<file path="src/dcw_pkg.sv">
// Constants and types of the device setup word decoder.
// Assumes a single 40 MHz clock domain and an APB master of 32-bit data.
package dcw_pkg;

    // ----------------------------------------------------------------
    // Setup word layout
    // ----------------------------------------------------------------
    localparam int WORD_W = 14;
    localparam logic [13:0] WORD_UNPROG = 14'h31ff; // All implemented ones
    localparam logic [13:0] WORD_IMPL_MASK = 14'h31ff; // Bits 11..9 absent
    localparam int BIT_TRIM_HI = 13;
    localparam int BIT_TRIM_LO = 12;
    localparam int BIT_DATA_PROT_N = 8;
    localparam int BIT_PROG_PROT_N = 7;
    localparam int BIT_BROWNOUT_ON = 6;
    localparam int BIT_RESET_PIN_SEL = 5;
    localparam int BIT_PWRUP_ON_N = 4;
    localparam int BIT_WATCHDOG_ON = 3;
    localparam int BIT_OSC_HI = 2;
    localparam int BIT_OSC_LO = 0;

    // ----------------------------------------------------------------
    // Address map (word index = paddr[16:2])
    // ----------------------------------------------------------------
    localparam int ADDR_W = 17;
    localparam logic [14:0] IDX_CFG_SPACE_LO = 15'h2000;
    localparam logic [14:0] IDX_CFG_SPACE_HI = 15'h3fff;
    localparam logic [14:0] IDX_SETUP_WORD = 15'h2007;
    localparam logic [14:0] IDX_DECODE_STATUS = 15'h4000;

    // Status register field positions
    localparam int ST_PROG_MODE = 16;
    localparam int ST_LOADING = 17;

    // ----------------------------------------------------------------
    // Oscillator select codes
    // ----------------------------------------------------------------
    typedef enum logic [2:0] {
        DCW_LOW_POWER_CRYSTAL_MODE = 3'h0,
        DCW_CRYSTAL_MODE = 3'h1,
        DCW_FAST_CRYSTAL_MODE = 3'h2,
        DCW_EXTERNAL_CLOCK_MODE = 3'h3,
        DCW_INTERNAL_OSC_MODE_IO = 3'h4,
        DCW_INTERNAL_OSC_MODE_CLOCK_OUT_PIN = 3'h5,
        DCW_RESISTOR_CAPACITOR_MODE_IO = 3'h6,
        DCW_RESISTOR_CAPACITOR_MODE_CLOCK_OUT_PIN = 3'h7
    } dcw_osc_select_e;

    // Loader sequence, Gray along load -> run -> prog
    typedef enum logic [1:0] {
        DCW_ST_LOAD = 2'h0,
        DCW_ST_RUN = 2'h1,
        DCW_ST_PROG = 2'h3
    } dcw_state_e;

    // Decoded static settings
    typedef struct packed {
        logic [1:0] bandgap_trim;
        logic data_protect_n;
        logic program_protect_n;
        logic brownout_detect_on;
        logic reset_pin_select;
        logic powerup_delay_on_n;
        logic watchdog_on;
        dcw_osc_select_e osc_select;
    } dcw_settings_s;

    // Oscillator pin plan
    typedef struct packed {
        logic crystal_drive;       // Both oscillator pins on crystal
        logic rc_on_pin5;          // RC network on port pin 5
        logic internal_osc;        // Internal oscillator runs core
        logic ext_clock_in_ok;     // Osc input pin may take a clock
        logic clock_out_pin;       // Port pin 4 drives clock out
        logic pin4_is_io;
        logic pin5_is_io;
    } dcw_osc_plan_s;

endpackage

</file>
<file path="src/dcw_config_decode.sv">
// Device setup word store, loader and decoder with APB access.
// Assumes prog_mode_pin and external_reset_pin come from pins (async),
// and that the APB master follows the standard setup/access sequence.
//
// Functional notes
// RULE1: Setup word sits at program index 2007h.
// RULE2: Config space reachable only in programming mode.
// RULE3: Programmed bit reads zero, unprogrammed reads one.
// RULE4: Bits 11 to 9 always read zero.
// RULE5: Bits 13:12 drive bandgap trim, 00 lowest.
// RULE6: Programmer saves and restores trim around erase.
// RULE7: Bit 8 low protects data EEPROM.
// RULE8: Bit 7 low protects program memory.
// RULE9: Lifting data protection erases data EEPROM.
// RULE10: Lifting program protection erases program memory.
// RULE11: Protected EEPROM: CPU keeps access, programmer denied.
// RULE12: Bit 6 high enables brown-out detector.
// RULE13: Brown-out enable leaves power-up delay alone.
// RULE14: Bit 5 selects reset pin or I/O.
// RULE15: Bit 4 low enables power-up delay timer.
// RULE16: Bit 3 high enables watchdog timer.
// RULE17: Codes 111/110 select RC on pin 5.
// RULE18: Codes 101/100 select internal oscillator.
// RULE19: Code 011 takes external clock on pin 5.
// RULE20: Codes 010/001/000 fast, standard, low-power crystal.
// RULE21: Reset pin stops internal or RC oscillator.
// RULE22: Crystal modes also accept external clock input.
// RULE23: Word latched at reset, held static afterwards. The code also relatches it each time programming mode is left.
//
// The register addresses and register access over APB were decided locally.
`timescale 1ns/100ps

module dcw_config_decode
    import dcw_pkg::*;
(
    input wire logic pclk,
    input wire logic presetn,
    input wire logic psel,
    input wire logic penable,
    input wire logic pwrite,
    input wire logic [ADDR_W-1:0] paddr,
    input wire logic [31:0] pwdata,
    output logic [31:0] prdata,
    output logic pready,
    output logic pslverr,
    input wire logic prog_mode_pin,
    input wire logic external_reset_pin_n,
    output dcw_settings_s settings,
    output dcw_osc_plan_s osc_plan,
    output logic powerup_delay_timer_on,
    output logic internal_reset_n,
    output logic reset_pin_is_io,
    output logic internal_osc_stop,
    output logic cpu_ee_access_ok,
    output logic prog_ee_access_ok,
    output logic prog_pm_access_ok,
    output logic data_erase_start,
    output logic program_erase_start
);

    // ----------------------------------------------------------------
    // Pin synchronisers
    // ----------------------------------------------------------------
    logic prog_meta_reg;
    logic prog_sync_reg;
    logic rst_meta_reg;
    logic rst_sync_reg;

    // Two flops per pin before any use
    always_ff @(posedge pclk or negedge presetn) begin
        if (!presetn) begin
            prog_meta_reg <= 1'b0;
            prog_sync_reg <= 1'b0;
            rst_meta_reg <= 1'b1;
            rst_sync_reg <= 1'b1;
        end else begin
            prog_meta_reg <= prog_mode_pin;
            prog_sync_reg <= prog_meta_reg;
            rst_meta_reg <= external_reset_pin_n;
            rst_sync_reg <= rst_meta_reg;
        end
    end

    // ----------------------------------------------------------------
    // Loader state
    // ----------------------------------------------------------------
    dcw_state_e state_reg;
    dcw_state_e state_next;

    // Next state: load, then follow the programming pin; leaving programming reloads
    always_comb begin
        state_next = state_reg;
        unique case (state_reg)
            DCW_ST_LOAD: begin
                state_next = prog_sync_reg ? DCW_ST_PROG : DCW_ST_RUN;
            end
            DCW_ST_RUN: begin
                if (prog_sync_reg) begin
                    state_next = DCW_ST_PROG;
                end
            end
            DCW_ST_PROG: begin
                if (!prog_sync_reg) begin
                    state_next = DCW_ST_LOAD; // see RULE23
                end
            end
            default: begin
                state_next = DCW_ST_LOAD;
            end
        endcase
    end

    // State register
    always_ff @(posedge pclk or negedge presetn) begin
        if (!presetn) begin
            state_reg <= DCW_ST_LOAD;
        end else begin
            state_reg <= state_next;
        end
    end

    logic in_prog;
    assign in_prog = (state_reg == DCW_ST_PROG);

    // ----------------------------------------------------------------
    // APB decode
    // ----------------------------------------------------------------
    logic [14:0] idx;
    logic hit_cfg_space;
    logic hit_word;
    logic hit_status;
    logic bad_access;
    logic setup_phase;
    logic wr_take;

    assign idx = paddr[16:2];
    assign hit_cfg_space = (idx >= IDX_CFG_SPACE_LO) &&
                           (idx <= IDX_CFG_SPACE_HI);
    assign hit_word = (idx == IDX_SETUP_WORD); // see RULE1
    assign hit_status = (idx == IDX_DECODE_STATUS);
    // Config space refused outside programming; unmapped refused
    assign bad_access = (paddr[1:0] != 2'h0) ||
                        (hit_cfg_space && !in_prog) || // see RULE2
                        (!hit_cfg_space && !hit_status) ||
                        (hit_status && pwrite);
    assign setup_phase = psel && !penable;
    assign wr_take = psel && penable && pready && pwrite && !pslverr;

    // ----------------------------------------------------------------
    // Non-volatile setup word
    // ----------------------------------------------------------------
    logic [13:0] word_reg;
    logic [13:0] word_next;

    // Unimplemented bits forced low on every write
    assign word_next = pwdata[13:0] & WORD_IMPL_MASK; // see RULE4

    // Word store, unprogrammed ones at reset
    always_ff @(posedge pclk or negedge presetn) begin
        if (!presetn) begin
            word_reg <= WORD_UNPROG; // see RULE3
        end else if (wr_take && hit_word) begin
            word_reg <= word_next;
        end
    end

    // Erase when a protection bit goes from programmed to erased
    always_ff @(posedge pclk or negedge presetn) begin
        if (!presetn) begin
            data_erase_start <= 1'b0;
            program_erase_start <= 1'b0;
        end else begin
            data_erase_start <= wr_take && hit_word &&
                !word_reg[BIT_DATA_PROT_N] &&
                word_next[BIT_DATA_PROT_N]; // see RULE9
            program_erase_start <= wr_take && hit_word &&
                !word_reg[BIT_PROG_PROT_N] &&
                word_next[BIT_PROG_PROT_N]; // see RULE10
        end
    end

    // ----------------------------------------------------------------
    // Holding latches for the decoded settings
    // ----------------------------------------------------------------
    logic [13:0] shadow_reg;

    // Captured only in the load state, static otherwise
    always_ff @(posedge pclk or negedge presetn) begin
        if (!presetn) begin
            shadow_reg <= WORD_UNPROG;
        end else if (state_reg == DCW_ST_LOAD) begin
            shadow_reg <= word_reg; // see RULE23
        end
    end

    // Field split of the held word
    always_comb begin
        settings.bandgap_trim =
            shadow_reg[BIT_TRIM_HI:BIT_TRIM_LO]; // see RULE5
        settings.data_protect_n = shadow_reg[BIT_DATA_PROT_N]; // see RULE7
        settings.program_protect_n =
            shadow_reg[BIT_PROG_PROT_N]; // see RULE8
        settings.brownout_detect_on =
            shadow_reg[BIT_BROWNOUT_ON]; // see RULE12
        settings.reset_pin_select = shadow_reg[BIT_RESET_PIN_SEL];
        settings.powerup_delay_on_n = shadow_reg[BIT_PWRUP_ON_N];
        settings.watchdog_on = shadow_reg[BIT_WATCHDOG_ON]; // see RULE16
        settings.osc_select =
            dcw_osc_select_e'(shadow_reg[BIT_OSC_HI:BIT_OSC_LO]);
    end

    // Power-up delay from its own bit only, never from brown-out
    assign powerup_delay_timer_on =
        !shadow_reg[BIT_PWRUP_ON_N]; // see RULE15 see RULE13

    // ----------------------------------------------------------------
    // Reset pin function
    // ----------------------------------------------------------------
    // I/O mode ties the internal reset inactive
    assign reset_pin_is_io = !settings.reset_pin_select; // see RULE14
    assign internal_reset_n = settings.reset_pin_select ?
                              rst_sync_reg : 1'b1; // see RULE14

    // ----------------------------------------------------------------
    // Oscillator pin plan
    // ----------------------------------------------------------------
    always_comb begin
        osc_plan = '0;
        unique case (settings.osc_select)
            DCW_RESISTOR_CAPACITOR_MODE_CLOCK_OUT_PIN: begin
                osc_plan.rc_on_pin5 = 1'b1; // see RULE17
                osc_plan.clock_out_pin = 1'b1;
            end
            DCW_RESISTOR_CAPACITOR_MODE_IO: begin
                osc_plan.rc_on_pin5 = 1'b1; // see RULE17
                osc_plan.pin4_is_io = 1'b1;
            end
            DCW_INTERNAL_OSC_MODE_CLOCK_OUT_PIN: begin
                osc_plan.internal_osc = 1'b1; // see RULE18
                osc_plan.clock_out_pin = 1'b1;
                osc_plan.pin5_is_io = 1'b1;
            end
            DCW_INTERNAL_OSC_MODE_IO: begin
                osc_plan.internal_osc = 1'b1; // see RULE18
                osc_plan.pin4_is_io = 1'b1;
                osc_plan.pin5_is_io = 1'b1;
            end
            DCW_EXTERNAL_CLOCK_MODE: begin
                osc_plan.ext_clock_in_ok = 1'b1; // see RULE19
                osc_plan.pin4_is_io = 1'b1;
            end
            DCW_FAST_CRYSTAL_MODE,
            DCW_CRYSTAL_MODE,
            DCW_LOW_POWER_CRYSTAL_MODE: begin
                osc_plan.crystal_drive = 1'b1; // see RULE20
                osc_plan.ext_clock_in_ok = 1'b1; // see RULE22
            end
        endcase
    end

    // Held reset stops the on-chip RC or internal oscillator
    assign internal_osc_stop = (osc_plan.internal_osc ||
                                osc_plan.rc_on_pin5) &&
                               settings.reset_pin_select &&
                               !rst_sync_reg; // see RULE21

    // ----------------------------------------------------------------
    // Memory access gates
    // ----------------------------------------------------------------
    // CPU access never depends on data protection
    assign cpu_ee_access_ok = 1'b1; // see RULE11
    assign prog_ee_access_ok = in_prog &&
                               settings.data_protect_n; // see RULE11
    assign prog_pm_access_ok = in_prog &&
                               settings.program_protect_n; // see RULE8

    // ----------------------------------------------------------------
    // APB answer
    // ----------------------------------------------------------------
    logic [31:0] rdata_next;

    // Read mux, zero outside the setup word within config space
    always_comb begin
        rdata_next = 32'h0;
        if (hit_word) begin
            rdata_next[13:0] = word_reg & WORD_IMPL_MASK; // see RULE4
        end else if (hit_status) begin
            rdata_next[13:0] = shadow_reg;
            rdata_next[ST_PROG_MODE] = in_prog;
            rdata_next[ST_LOADING] = (state_reg == DCW_ST_LOAD);
        end
    end

    // One answer per transfer, in the first access cycle
    always_ff @(posedge pclk or negedge presetn) begin
        if (!presetn) begin
            pready <= 1'b0;
            pslverr <= 1'b0;
            prdata <= 32'h0;
        end else if (setup_phase) begin
            pready <= 1'b1;
            pslverr <= bad_access;
            prdata <= (bad_access || pwrite) ? 32'h0 : rdata_next;
        end else begin
            pready <= 1'b0;
            pslverr <= 1'b0;
        end
    end

endmodule // dcw_config_decode

</file>
<file path="config.mk">
export PLATFORM = sky130hd
export DESIGN_NAME = dcw_config_decode
export DESIGN_NICKNAME = d
export VERILOG_FILES = /design/src/dcw_pkg.sv /design/src/dcw_config_decode.sv
export SDC_FILE = /design/constraint.sdc
export NUM_CORES = 1
export LEC_CHECK = 0
export CORE_ASPECT_RATIO = 1.25
export CORE_MARGIN = 1
export CORE_UTILIZATION = 48
export DETAILED_ROUTE_END_ITERATION = 12
export DONT_BUFFER_PORTS = 1
export GPL_TIMING_DRIVEN = 0
export SLEW_MARGIN = 0
export SYNTH_ARGS = -nofsm -noshare
export SYNTH_HDL_FRONTEND = slang
export SYNTH_SLANG_ARGS = --single-unit
</file>
<file path="constraint.sdc">
create_clock -name pclk -period 4.55 [get_ports pclk]
set_clock_uncertainty 0.2 [all_clocks]
set_input_delay 0.6825 -clock pclk [delete_from_list [all_inputs] [get_ports pclk]]
set_output_delay 0.6825 -clock pclk [all_outputs]
set_load 0.1 [all_outputs]
</file>
==> impl_metrics.tcl <==
set metrics [dict create \
    netlist_instances 167 \
    grt_use_total_pct 20.2 \
    cts_htree_levels 2 \
    initial_utilization_pct 51.0 \
    fmax_mhz 258 \
    grt_max_degree 26 \
    first_global_vias 1347 \
    cts_setup_buffers 0 \
    worst_setup_path_start_kind "flip-flop" \
    drive_above_1_share_pct 42.6 \
    end_kind "output pin" \
    rsz0062_at_grt "no" \
    cts_made_buffers 5 \
    syn_area_mm2 0.00211 \
    yosys_register_bits 45 \
    cts_tree "done" \
    fin_crit_sh_pct 85.3 \
    vias 1321 \
    gp_congestion 0.663 \
    final_hold_viol_count 0 \
    setup_viol 0 \
    fp.coreArea_mm2 0.00413 \
    cts_resized 0 \
    slew_headroom_pct 19.3 \
    route.detailed.drc 0 \
    antenna_cells 0 \
    synth_edf_count 0 \
    wl_um 4380 \
    firstDrtPassIters 4 \
    num_rows 26 \
    wire_per_inst_um 17.3 \
    yosysWarnings 0 \
    status "finished, final reports clean" \
    ir_worst_vdd_mv 0.196 \
    chipHeight_um 76.1 \
    num_io_pins 117 \
    antenna_found_initial 0 \
    portBuffers 0 \
    die-area_mm2 0.00466 \
    leakagePower_nw 1.14 \
    die_x_um 61.2 \
    ant_nets 0 \
    seq_area_frac_synth_pct 54.9 \
    clock_path_buffers 2 \
    viasPerCell 5.22 \
    clock_sinks 45 \
    cts_hold_buf 1 \
    grt-ovfl-total 0 \
    drv_slew 0 \
    maxCapViolCount 0 \
    avgSynthCellArea_um2 12.6 \
    fin_tns_setup_ns 0 \
    tightestPinTransition_ns 1.21 \
    area_growth_pct 14.9 \
    synthFlopType "dfstp_2" \
    place_area_mm2 0.00229 \
    power.density_mw_per_mm2 343 \
    grt_pass1_wl_um 6730 \
    worstPathMaxFanout 4 \
    cts-root-buf "clkbuf_8" \
    design_area_mm2 0.00242 \
    finalPower_w 0.000830 \
    synthArstFlopShare_pct 100 \
    drtIter0Drc 61 \
    clk_latency_ns 0.29 \
    ys_types 33 \
    worstHoldPathType "input port to asynchronous set/reset pin" \
    largest_reg_flops 13 \
    fin_nets 252 \
    period_needed_ns 3.88 \
    clk_pin_slew_ns 0.08 \
    required_ns 3.67 \
    arrival_ns 3.00 \
    path_class "flip-flop to output pin" \
    dpl.hpwl_um 3160 \
]
## worst paths after layout
check | startpoint | to | slack, ns | depth (start not counted)
min reg2reg | prog_meta_reg | prog_sync_reg | 0.15 | 0
min in group pclk | prog_meta_reg | prog_sync_reg | 0.15 | 0
max in group asynchronous | presetn | prdata[0] | 2.73 | 1
max reg2reg | pready | word_reg[5] | 2.14 | 4
min | presetn | shadow_reg[6] | 0.02 | 0
max | shadow_reg[5] | internal_osc_stop | 0.67 | 2
## kinds of logic (layout without fill, tap and decap cells)
| group | Yosys count | in the layout | share of synthesized area (%) |
|---|---|---|---|
| AO/OA/AOI/OAI | 21 | 21 | 8.44 |
| buffers and inverters | 34 | 46 | 10.5 |
| flip-flops | 45 | 45 | 54.9 |
| multiplexers | 19 | 19 | 11.9 |
| other | 2 | 20 | 0.357 |
| AND/OR/NAND/NOR | 46 | 46 | 13.8 |
## stage by stage
step,util [%],std cells,setup slack [ns],hold slack [ns]
3_5_place_dp,55.4,244,0.973,0.136
3_3_place_gp,54.3,241,0.214,0.133
6_report,58.6,253,0.668,0.0245
2_1_floorplan,-,185,0.269,0.131
4_1_cts,58.6,253,0.647,0.0125
5_1_grt,58.6,253,0.618,0.00304
## cells in the final DEF (no fill, tap or decap), drive strengths merged, types with 5 or more instances in the layout
cell type / count
clkbuf: 8
a221o: 11
nor2: 5
conb: 20
and2: 13
buf: 27
mux2: 19
dfstp: 24
inv: 8
dfrtp: 21
nand2: 8
## cells in the mapped netlist, drive strengths merged (3+ instances only)
library cell,number,area (µm²)
inv,8,30.0
dfstp,24,631
a221o,11,110
buf,24,184
nand2b,3,18.8
dfrtp,21,526
or4,3,30.0
mux2,19,251
nor2,5,18.8
o21ai,3,15.0
and3,3,18.8
nand2,8,30.0
nor4,3,40.0
and2,13,81.3
## where the power goes
group | switching (W) | leakage (nW) | internal [W]
clock | 0.000130 | 0.0574 | 0.000178
sequential | 0.0000104 | 0.529 | 0.000405
combinational | 0.0000873 | 0.557 | 0.0000186
## routing by layer
layer / share of wire [%] / global-route usage (%) / wire [µm]
met5: 0 / 0 / 0
met4: 0.98 / 4.77 / 43
met3: 7.4 / 4.92 / 322
met2: 54 / 35.3 / 2360
met1: 38 / 24.0 / 1660
## worst max-delay path, stage by stage, from the launching register on
cell and delay [ns]:
dfstp_2 0.89, nand2b_1 0.73, nor2_2 1.09
## area by class of cell
cell class | count | area, µm²
inverter | 8 | 30.0
clock inverter | 2 | 37.5
multi-input combinational | 106 | 807
clock buffer | 6 | 82.6
sequential | 45 | 1160
tap | 56 | 70.1
buffer | 26 | 191
fill | 360 | 1710
timing repair buffer | 4 | 45.0
Power figures use the tool's default switching activity.
